--- config.mk ---
export PLATFORM = sky130hd
export DESIGN_NAME = acquisition_trigger_control
export DESIGN_NICKNAME = d
export VERILOG_FILES = /design/src/trig_ctrl_pkg.sv /design/src/acquisition_trigger_control.sv
export SDC_FILE = /design/constraint.sdc
export NUM_CORES = 1
export LEC_CHECK = 0
export BUFFER_PORTS_ARGS = -buffer_cell sky130_fd_sc_hd__buf_2
export CORE_UTILIZATION = 54
export CTS_BUF_LIST = sky130_fd_sc_hd__clkbuf_8
export DETAILED_ROUTE_END_ITERATION = 10
export PLACE_DENSITY = 0.82
export SLEW_MARGIN = 5
export SYNTH_ARGS = -nofsm -noshare
export SYNTH_HDL_FRONTEND = slang
export SYNTH_SLANG_ARGS = --single-unit
--- constraint.sdc ---
create_clock -name clk_sys_i -period 2.9 [get_ports clk_sys_i]
set_input_delay 0.725 -clock clk_sys_i [delete_from_list [all_inputs] [get_ports clk_sys_i]]
set_output_delay 0.725 -clock clk_sys_i [all_outputs]
set_load 0.02 [all_outputs]
--- src/trig_ctrl_pkg.sv ---
// Package for the acquisition trigger controller: enumerations, carrier
// structs and timing constants shared by the design and its bench.
// Assumes a single 40 MHz system clock.
`default_nettype none

package trig_ctrl_pkg;

   // Clock and time base
   localparam int CLK_PERIOD_NS = 25;
   localparam int US_NS = 1000;
   localparam int US_CYCLES = US_NS / CLK_PERIOD_NS;

   // Holdoff limits in microseconds; zero means holdoff is off
   localparam logic [19:0] HOLDOFF_OFF_US = 20'h00000;
   localparam logic [19:0] HOLDOFF_MIN_US = 20'h0000A;
   localparam logic [19:0] HOLDOFF_MAX_US = 20'hF423F;

   // Auto trigger timeouts, printed in milliseconds
   localparam int AUTO_SHORT_MS = 100;
   localparam int AUTO_LONG_MS = 500;
   localparam int AUTO_SHORT_US = AUTO_SHORT_MS * 1000;
   localparam int AUTO_LONG_US = AUTO_LONG_MS * 1000;

   localparam int LEVEL_W = 16;

   typedef enum logic [2:0] {
      SRC_IMMEDIATE = 3'h0,
      SRC_BUS = 3'h1,
      SRC_FIRST_PROBE = 3'h2,
      SRC_SECOND_PROBE = 3'h3,
      SRC_EXTERNAL = 3'h4,
      SRC_BUS_FIRST_PROBE = 3'h5,
      SRC_BUS_SECOND_PROBE = 3'h6,
      SRC_BUS_EXTERNAL = 3'h7
   } trig_source_t;

   typedef enum logic [1:0] {
      MEAS_PULSE = 2'h0,
      MEAS_MODULATED = 2'h1,
      MEAS_CW = 2'h2,
      MEAS_STATISTICAL = 2'h3
   } meas_mode_t;

   typedef enum logic [2:0] {
      TMODE_NORMAL = 3'h1,
      TMODE_AUTO = 3'h2,
      TMODE_PEAK = 3'h4
   } trig_mode_t;

   localparam trig_source_t SOURCE_RESET = SRC_FIRST_PROBE;
   localparam trig_mode_t TMODE_RESET = TMODE_PEAK;
   localparam logic SLOPE_RESET = 1'b0;

   // Static configuration from the host side
   typedef struct packed {
      trig_source_t source;
      meas_mode_t meas_mode;
      logic slope_neg;
      logic long_span;
      logic [19:0] holdoff_us;
   } trig_cfg_t;

   // Host bus events and writes, one-cycle pulses
   typedef struct packed {
      logic launch;
      logic bus_trig;
      logic mode_wr;
      trig_mode_t mode;
      logic level_wr;
      logic [LEVEL_W-1:0] level;
   } host_req_t;

   // Detected power samples for level tracking
   typedef struct packed {
      logic valid;
      logic [LEVEL_W-1:0] power;
   } power_sample_t;

   // Trigger results
   typedef struct packed {
      logic sweep_sync;
      logic meas_start;
      logic auto_trace;
      logic armed;
      logic holdoff_busy;
      logic bus_armed;
      trig_mode_t mode;
      logic [LEVEL_W-1:0] level;
   } trig_status_t;

endpackage

`default_nettype wire
--- src/acquisition_trigger_control.sv ---
// Acquisition trigger controller: source select, slope qualify, holdoff,
// normal/auto/peak-to-peak modes. Probe and external inputs are async pins.
// Host requests and power samples come from logic on clk_sys_i.
`default_nettype none

module acquisition_trigger_control
   import trig_ctrl_pkg::*;
#(
   parameter int AUTO_SHORT = AUTO_SHORT_US,
   parameter int AUTO_LONG = AUTO_LONG_US
)
(
   input wire logic clk_sys_i,
   input wire logic reset_i,
   input wire trig_cfg_t cfg_i,
   input wire host_req_t req_i,
   input wire power_sample_t sample_i,
   input wire logic first_probe_threshold_source_i,
   input wire logic second_probe_threshold_source_i,
   input wire logic external_threshold_i,
   output trig_status_t status_o
);

   ////////////////////////////////////////////////////////////////////////
   typedef struct packed {
      logic [2:0] sync1;
      logic [2:0] sync2;
      logic [2:0] prev;
      logic [5:0] tick_cnt;
      logic [19:0] holdoff_cnt;
      logic [19:0] auto_cnt;
      logic bus_arm;
      trig_mode_t mode;
      logic [LEVEL_W-1:0] level;
      logic [LEVEL_W-1:0] pmax;
      logic [LEVEL_W-1:0] pmin;
      logic sweep_sync;
      logic meas_start;
      logic auto_trace;
   } state_t;

   localparam logic [5:0] TICK_LAST = 6'(US_CYCLES - 1);

   state_t st;
   state_t next_st;
   logic tick;
   logic armed;
   logic edge_seen;
   logic signal_src;
   logic bus_armed_src;
   logic accept;
   logic auto_fire;
   logic [19:0] holdoff_load;
   logic [19:0] auto_limit;
   logic [2:0] rise;
   logic [2:0] fall;
   logic [2:0] sel_edge;
   logic [LEVEL_W:0] mid_sum;

   // Which probe or external line a source refers to
   function automatic logic [1:0] line_of(input trig_source_t s);
      unique case (s)
         SRC_SECOND_PROBE, SRC_BUS_SECOND_PROBE: line_of = 2'h1;
         SRC_EXTERNAL, SRC_BUS_EXTERNAL: line_of = 2'h2;
         default: line_of = 2'h0;
      endcase
   endfunction

   ////////////////////////////////////////////////////////////////////////
   // Decode and qualify
   always_comb
   begin
      tick = (st.tick_cnt == TICK_LAST);
      armed = (st.holdoff_cnt == 20'h00000);
      rise = st.sync2 & ~st.prev;
      fall = ~st.sync2 & st.prev;
      sel_edge = cfg_i.slope_neg ? fall : rise;
      edge_seen = sel_edge[line_of(cfg_i.source)];
      bus_armed_src = (cfg_i.source == SRC_BUS_FIRST_PROBE)
                   || (cfg_i.source == SRC_BUS_SECOND_PROBE)
                   || (cfg_i.source == SRC_BUS_EXTERNAL);
      signal_src = (cfg_i.source != SRC_IMMEDIATE) && (cfg_i.source != SRC_BUS);
      // Out-of-range holdoff settings are clamped into the legal span
      if (cfg_i.holdoff_us == HOLDOFF_OFF_US)
      begin
         holdoff_load = HOLDOFF_OFF_US;
      end
      else if (cfg_i.holdoff_us < HOLDOFF_MIN_US)
      begin
         holdoff_load = HOLDOFF_MIN_US;
      end
      else if (cfg_i.holdoff_us > HOLDOFF_MAX_US)
      begin
         holdoff_load = HOLDOFF_MAX_US;
      end
      else
      begin
         holdoff_load = cfg_i.holdoff_us;
      end
      auto_limit = cfg_i.long_span ? 20'(AUTO_LONG) : 20'(AUTO_SHORT);
      // Accept only while armed; the immediate source bypasses holdoff
      accept = 1'b0;
      unique case (cfg_i.source)
         SRC_IMMEDIATE: accept = req_i.launch;
         SRC_BUS: accept = armed && req_i.bus_trig;
         default:
            accept = armed && edge_seen && (cfg_i.meas_mode == MEAS_PULSE)
                  && (!bus_armed_src || st.bus_arm);
      endcase
      // Auto timeout only makes sense for signal sources in pulse mode
      auto_fire = (st.mode != TMODE_NORMAL) && signal_src
               && (cfg_i.meas_mode == MEAS_PULSE) && tick
               && (st.auto_cnt >= auto_limit - 20'h00001);
      mid_sum = {1'b0, st.pmax} + {1'b0, st.pmin};
   end

   ////////////////////////////////////////////////////////////////////////
   // Next state
   always_comb
   begin
      next_st = st;
      next_st.sync1 = {external_threshold_i, second_probe_threshold_source_i,
                       first_probe_threshold_source_i};
      next_st.sync2 = st.sync1;
      next_st.prev = st.sync2;
      next_st.tick_cnt = tick ? 6'h00 : st.tick_cnt + 6'h01;

      // Holdoff down-counter
      if (accept && cfg_i.source != SRC_IMMEDIATE)
      begin
         next_st.holdoff_cnt = holdoff_load;
      end
      else if (tick && !armed)
      begin
         next_st.holdoff_cnt = st.holdoff_cnt - 20'h00001;
      end

      // Bus arm: a new bus trigger wins over the clear by a firing edge
      if (bus_armed_src && req_i.bus_trig)
      begin
         next_st.bus_arm = 1'b1;
      end
      else if (accept || !bus_armed_src)
      begin
         next_st.bus_arm = 1'b0;
      end

      // Time since the last trigger, in microseconds
      if (accept || auto_fire)
      begin
         next_st.auto_cnt = 20'h00000;
      end
      else if (tick && st.auto_cnt != 20'hFFFFF)
      begin
         next_st.auto_cnt = st.auto_cnt + 20'h00001;
      end

      // Results
      next_st.meas_start = accept;
      next_st.sweep_sync = (accept || auto_fire) && (cfg_i.meas_mode == MEAS_PULSE);
      next_st.auto_trace = auto_fire;

      // Mode and level writes; a level write leaves peak mode
      if (req_i.level_wr)
      begin
         next_st.level = req_i.level;
         if (st.mode == TMODE_PEAK)
         begin
            next_st.mode = TMODE_AUTO;
         end
      end
      else if (req_i.mode_wr)
      begin
         next_st.mode = req_i.mode;
      end
      else if (st.mode == TMODE_PEAK && st.pmax >= st.pmin)
      begin
         next_st.level = mid_sum[LEVEL_W:1];
      end

      // Peak tracking restarts at each auto trigger and on a mode write to peak, so a changing signal is followed
      if (auto_fire || (req_i.mode_wr && req_i.mode == TMODE_PEAK))
      begin
         next_st.pmax = '0;
         next_st.pmin = '1;
      end
      else if (sample_i.valid)
      begin
         if (sample_i.power > st.pmax)
         begin
            next_st.pmax = sample_i.power;
         end
         if (sample_i.power < st.pmin)
         begin
            next_st.pmin = sample_i.power;
         end
      end
   end

   ////////////////////////////////////////////////////////////////////////
   // State register
   always_ff @(posedge clk_sys_i)
   begin
      if (reset_i)
      begin
         st <= '0;
         st.mode <= TMODE_RESET;
         st.pmin <= '1;
      end
      else
      begin
         st <= next_st;
      end
   end

   // Outputs
   always_comb
   begin
      status_o.sweep_sync = st.sweep_sync;
      status_o.meas_start = st.meas_start;
      status_o.auto_trace = st.auto_trace;
      status_o.armed = armed;
      status_o.holdoff_busy = !armed;
      status_o.bus_armed = st.bus_arm;
      status_o.mode = st.mode;
      status_o.level = st.level;
   end

   ////////////////////////////////////////////////////////////////////////
   // Checks
   a_holdoff_blocks: assert property (@(posedge clk_sys_i) disable iff (reset_i)
      (st.holdoff_cnt != 20'h00000 && cfg_i.source != SRC_IMMEDIATE) |=> !st.meas_start)
      else $error("trigger accepted during holdoff");

   a_holdoff_load: assert property (@(posedge clk_sys_i) disable iff (reset_i)
      (accept && cfg_i.source != SRC_IMMEDIATE) |=> st.holdoff_cnt == $past(holdoff_load))
      else $error("holdoff not loaded on trigger");

   a_holdoff_range: assert property (@(posedge clk_sys_i) disable iff (reset_i)
      (accept && cfg_i.source != SRC_IMMEDIATE && cfg_i.holdoff_us != HOLDOFF_OFF_US)
      |=> (st.holdoff_cnt >= HOLDOFF_MIN_US) && (st.holdoff_cnt <= HOLDOFF_MAX_US))
      else $error("holdoff count out of range");

   a_tick_step: assert property (@(posedge clk_sys_i) disable iff (reset_i)
      (!armed && !accept) |=> (st.holdoff_cnt == $past(st.holdoff_cnt)
      || st.holdoff_cnt == $past(st.holdoff_cnt) - 20'h00001))
      else $error("holdoff step wrong");

   a_rearm_time: assert property (@(posedge clk_sys_i) disable iff (reset_i)
      (st.holdoff_cnt == 20'h00001 && tick && !accept) |=> armed)
      else $error("no re-arm at holdoff end");

   a_immediate_start: assert property (@(posedge clk_sys_i) disable iff (reset_i)
      (cfg_i.source == SRC_IMMEDIATE && req_i.launch) |=> st.meas_start)
      else $error("immediate launch did not start");

   a_bus_only: assert property (@(posedge clk_sys_i) disable iff (reset_i)
      (cfg_i.source == SRC_BUS && !req_i.bus_trig) |=> !st.meas_start)
      else $error("bus source fired without bus trigger");

   a_bus_arm_set: assert property (@(posedge clk_sys_i) disable iff (reset_i)
      (bus_armed_src && req_i.bus_trig) |=> st.bus_arm)
      else $error("bus trigger did not arm");

   a_pulse_only: assert property (@(posedge clk_sys_i) disable iff (reset_i)
      (signal_src && cfg_i.meas_mode != MEAS_PULSE) |=> !st.meas_start && !st.sweep_sync)
      else $error("signal source fired outside pulse mode");

   a_sync_pulse: assert property (@(posedge clk_sys_i) disable iff (reset_i)
      st.sweep_sync |-> $past(cfg_i.meas_mode) == MEAS_PULSE)
      else $error("trace sync outside pulse mode");

   a_level_to_auto: assert property (@(posedge clk_sys_i) disable iff (reset_i)
      (req_i.level_wr && st.mode == TMODE_PEAK) |=> st.mode == TMODE_AUTO)
      else $error("level write left peak mode set");

   a_normal_no_auto: assert property (@(posedge clk_sys_i) disable iff (reset_i)
      st.mode == TMODE_NORMAL |=> !st.auto_trace)
      else $error("auto trace in normal mode");

endmodule

`default_nettype wire

==> impl_results.html <==
<table>
<tr><th>Metric</th><th>Value</th></tr>
<tr><th colspan="2">Worst setup path</th></tr>
<tr><td>Worst endpoint required time</td><td>2.17 ns</td></tr>
<tr><td>R2r startpoint</td><td>st[89]</td></tr>
<tr><td>Worst setup path category</td><td>flip-flop to primary output</td></tr>
<tr><td>Critical path peak fanout</td><td>4</td></tr>
<tr><td>Critical R2R Capture</td><td>st[84]</td></tr>
<tr><td>Depth of the worst register-to-register path</td><td>7</td></tr>
<tr><td>Critical Path End Type</td><td>primary output</td></tr>
<tr><td>Type of element launching the critical path</td><td>flip-flop</td></tr>
<tr><td>Reg-to-reg setup timing slack</td><td>0.21 ns</td></tr>
<tr><td>Data arrival time of the critical path</td><td>2.07 ns</td></tr>
<tr><th colspan="2">Synthesis</th></tr>
<tr><td>Post-synthesis net count</td><td>994</td></tr>
<tr><td>Count of cell types in the netlist</td><td>68</td></tr>
<tr><td>Number of enable flip-flop cells after synthesis</td><td>0</td></tr>
<tr><td>Part of the Yosys area used for sequential elements</td><td>0.3075</td></tr>
<tr><td>Post-synthesis cell area</td><td>7161 um^2</td></tr>
<tr><td>Flip-flop cell with the highest count after synthesis</td><td>dfxtp_1</td></tr>
<tr><td>Post-Synthesis Cells</td><td>847</td></tr>
<tr><td>Warnings, synthesis</td><td>0</td></tr>
<tr><td>Share of synthesized registers carrying an async set or reset</td><td>0</td></tr>
<tr><td>Flops &amp; latches, synth</td><td>110</td></tr>
<tr><td>Synth Area per Inst</td><td>8.454 um^2</td></tr>
<tr><th colspan="2">Finish</th></tr>
<tr><td>Share of layout cells above drive strength 1</td><td>0.1765</td></tr>
<tr><td>Commonest non-fill, non-tap cell in the layout</td><td>dfxtp_1</td></tr>
<tr><td>Growth of design area from synthesis to finish</td><td>12.91%</td></tr>
<tr><td>Layout Utilization</td><td>0.6330</td></tr>
<tr><td>Post-layout net count</td><td>1089</td></tr>
<tr><td>Most frequent cells in the layout</td><td>107 x dfxtp_1, 95 x buf_2, 91 x nor2_1</td></tr>
<tr><td>Count of fill cells added during filler insertion</td><td>1090</td></tr>
<tr><td>Final Cell Area</td><td>8085 um^2</td></tr>
<tr><th colspan="2">Clock tree</th></tr>
<tr><td>Clock Sink Count</td><td>110</td></tr>
<tr><td>CTS max path bufs</td><td>2</td></tr>
<tr><td>Skew-Pair Late Insertion Delay</td><td>0.39 ns</td></tr>
<tr><td>Clock tree from TritonCTS</td><td>built</td></tr>
<tr><td>Cell chosen for the clock root</td><td>clkbuf_8</td></tr>
<tr><td>Clock transition at path regs</td><td>0.10 ns</td></tr>
<tr><td>Number of buffers inserted during clock tree synthesis</td><td>9</td></tr>
<tr><td>H-tree level count</td><td>3</td></tr>
<tr><th colspan="2">Global routing</th></tr>
<tr><td>First-pass GRT wire length</td><td>27250 um</td></tr>
<tr><td>Maximum number of pins on one net before global-route repair</td><td>29</td></tr>
<tr><td>Most utilized layer in the global route result</td><td>met2</td></tr>
<tr><td>Grt met2 use</td><td>0.4306</td></tr>
<tr><td>Antenna violations before repair</td><td>1</td></tr>
<tr><td>Via count of the first global-routing pass</td><td>6038</td></tr>
<tr><td>M3 GR Usage</td><td>0.03708</td></tr>
<tr><td>Met1 track demand over resource</td><td>0.3121</td></tr>
<tr><td>Total gr overflow</td><td>0</td></tr>
<tr><td>GRT Total Usage</td><td>0.2543</td></tr>
<tr><th colspan="2">Worst hold path</th></tr>
<tr><td>Kind of path behind the tightest hold check</td><td>flip-flop to flip-flop</td></tr>
<tr><td>Hold endpoint</td><td>next_st[101]</td></tr>
<tr><td>Worst hold start</td><td>next_st[104]</td></tr>
<tr><td>Hold path depth</td><td>1</td></tr>
<tr><th colspan="2">Detailed routing</th></tr>
<tr><td>Count of antenna-violating nets left after detailed routing</td><td>0</td></tr>
<tr><td>Wire length reported by the detailed router</td><td>16730 um</td></tr>
<tr><td>Total via count after detailed routing</td><td>6336</td></tr>
<tr><td>Wire length per cell</td><td>14.95 um</td></tr>
<tr><td>First DRT Iteration DRCs</td><td>358</td></tr>
<tr><td>Initial DRT Pass Iterations</td><td>5</td></tr>
<tr><td>Number of remaining DRC errors</td><td>0</td></tr>
<tr><td>Via density per instance</td><td>5.662</td></tr>
<tr><th colspan="2">Placement</th></tr>
<tr><td>Cell area after placement</td><td>7856 um^2</td></tr>
<tr><td>Number of port buffers</td><td>96</td></tr>
<tr><td>Post-placement setup slack</td><td>-0.09907 ns</td></tr>
<tr><td>Estimated wirelength of the detail-placed design</td><td>13230 um</td></tr>
<tr><td>Global placer's final weighted congestion</td><td>0.8678</td></tr>
<tr><th colspan="2">Floorplan</th></tr>
<tr><td>Initial Util</td><td>0.5606</td></tr>
<tr><td>Die boundary height</td><td>117.2 um</td></tr>
<tr><td>Number of top-level pins</td><td>97</td></tr>
<tr><td>Die ar.</td><td>13730 um^2</td></tr>
<tr><td>Placement Rows</td><td>41</td></tr>
<tr><td>Core Footprint</td><td>12770 um^2</td></tr>
<tr><td>Horizontal extent of the die</td><td>117.2 um</td></tr>
<tr><th colspan="2">Power</th></tr>
<tr><td>Peak supply drop</td><td>0.0002515 V</td></tr>
<tr><td>Areal power density over the cells</td><td>483.2 nW/um^2</td></tr>
<tr><td>Leakage dissipation</td><td>3.701 nW</td></tr>
<tr><td>Total power of the final layout</td><td>3.907 mW</td></tr>
<tr><th colspan="2">STA</th></tr>
<tr><td>Fin crit share</td><td>0.9633</td></tr>
<tr><td>Tightest Pin Transition</td><td>0.7015 ns</td></tr>
<tr><td>Unrepaired setup endpoints after global routing</td><td>false</td></tr>
<tr><td>Timing-limited maximum frequency</td><td>358.0 MHz</td></tr>
<tr><td>Shortest clock period the worst path allows after layout</td><td>2.794 ns</td></tr>
<tr><td>Worst-case clock skew</td><td>0.01275 ns</td></tr>
<tr><td>Max-slew headroom at the worst pin</td><td>0.5323</td></tr>
<tr><td>Final-layout setup total negative slack</td><td>0 ns</td></tr>
<tr><td>Final hold violation count</td><td>0</td></tr>
<tr><td>Final number of max-transition violations</td><td>0</td></tr>
<tr><td>Minimum setup slack in the final design</td><td>0.1064 ns</td></tr>
<tr><td>Final setup violation count</td><td>0</td></tr>
<tr><th colspan="2">Run status</th></tr>
<tr><td>Status</td><td>completed</td></tr>
<tr><th colspan="2">Run</th></tr>
<tr><td>Count of max-cap constraint violations</td><td>0</td></tr>
</table>
-- power by group --
group,switching [mW],internal (mW)
logic,0.738,0.570
clock network,0.527,0.388
registers,0.0776,1.61
-- synth_stat cells, types with 8 or more instances --
cell type,instances,area (um^2)
a211o_1,19,166.4
a21oi_1,39,195.2
buf_4,24,180.2
clkbuf_1,19,71.32
dfxtp_1,110,2202
ha_1,74,925.9
inv_1,57,214.0
mux2i_1,30,300.3
nand2_1,46,172.7
nand2b_1,8,50.05
nand3_1,18,90.09
nand4_1,12,75.07
nor2_1,91,341.6
nor2b_1,18,112.6
nor3_1,41,205.2
nor3b_1,9,67.56
nor4_1,11,68.82
o21ai_0,26,130.1
o22ai_1,13,81.33
o31ai_1,9,67.56
xnor2_1,32,280.3
xor2_1,22,192.7
-- stage by stage --
step / std cells / hold slack, ns
6_report: 1119 / 0.4492
5_1_grt: 1118 / 0.4733
4_1_cts: 1118 / 0.4548
3_5_place_dp: 1098 / 0.4337
3_3_place_gp: 1098 / 0.4194
2_1_floorplan: 847 / 0.4138
-- state kept, by name, indices dropped and copies added, names as in the netlist --
signal / cells
next_st: 6
st: 81
status_o: 23
-- layout make-up --
cell class | instances | area (um^2) | share of cell area
Clock buffer | 9 | 123.9 | 0.01532
Multi-Input combinational cell | 629 | 4466 | 0.5523
Inverter | 58 | 220.2 | 0.02724
Tap cell | 172 | 215.2 | 0.02662
Timing Repair Buffer | 134 | 793.3 | 0.09811
Clock inverter | 6 | 56.30 | 0.006964
Sequential cell | 110 | 2208 | 0.2731
Antenna cell | 1 | 2.502 | 0.0003095
-- cell families (layout without fill, tap and decap cells) --
family	Yosys count	after routing	share of synthesized area
compound gates	168	168	0.1604
xor+xnor	54	54	0.06605
fa+ha+maj	75	75	0.1321
buf+inv	108	207	0.07112
flops	110	110	0.3075
mux	30	30	0.04194
other cells	0	1	0
simple gates	302	302	0.2209
-- worst max-delay path by stage --
| stage | start | end | slack [ns] |
|---|---|---|---|
| floorplan | sample_i[4] | st[14] | 0.02 |
| global placement | sample_i[4] | st[11] | -0.01 |
| detailed placement | sample_i[4] | st[7] | -0.1 |
| CTS | st[89] | status_o[20] | 0.01 |
| global route | st[75] | status_o[20] | 0.04 |
| finish | st[89] | status_o[20] | 0.11 |
-- timing repair --
| item | 4_1_cts | 5_1_grt |
|---|---|---|
| buffers inserted | 5 | 0 |
| setup endpoints to repair | 2 | 2 |
| gates resized for setup | 5 | 0 |
| pin swaps | 3 | 1 |
| hold buffers | 0 | 0 |
-- metal layers --
layer  vias to the layer above  wire (um)
met5                         -         11
met4                         2        608
met3                        45        686
met2                       155       7808
met1                      2942       7616
li1                       3192          -
-- critical path: stages, from the launching register on --
cell	delay [ns]
dfxtp_2	0.33
or4_4	0.54
or4_4	0.48
nor2_8	0.14
inv_4	0.05
buf_4	0.15
No activity file was read; power rests on OpenSTA's default activity.
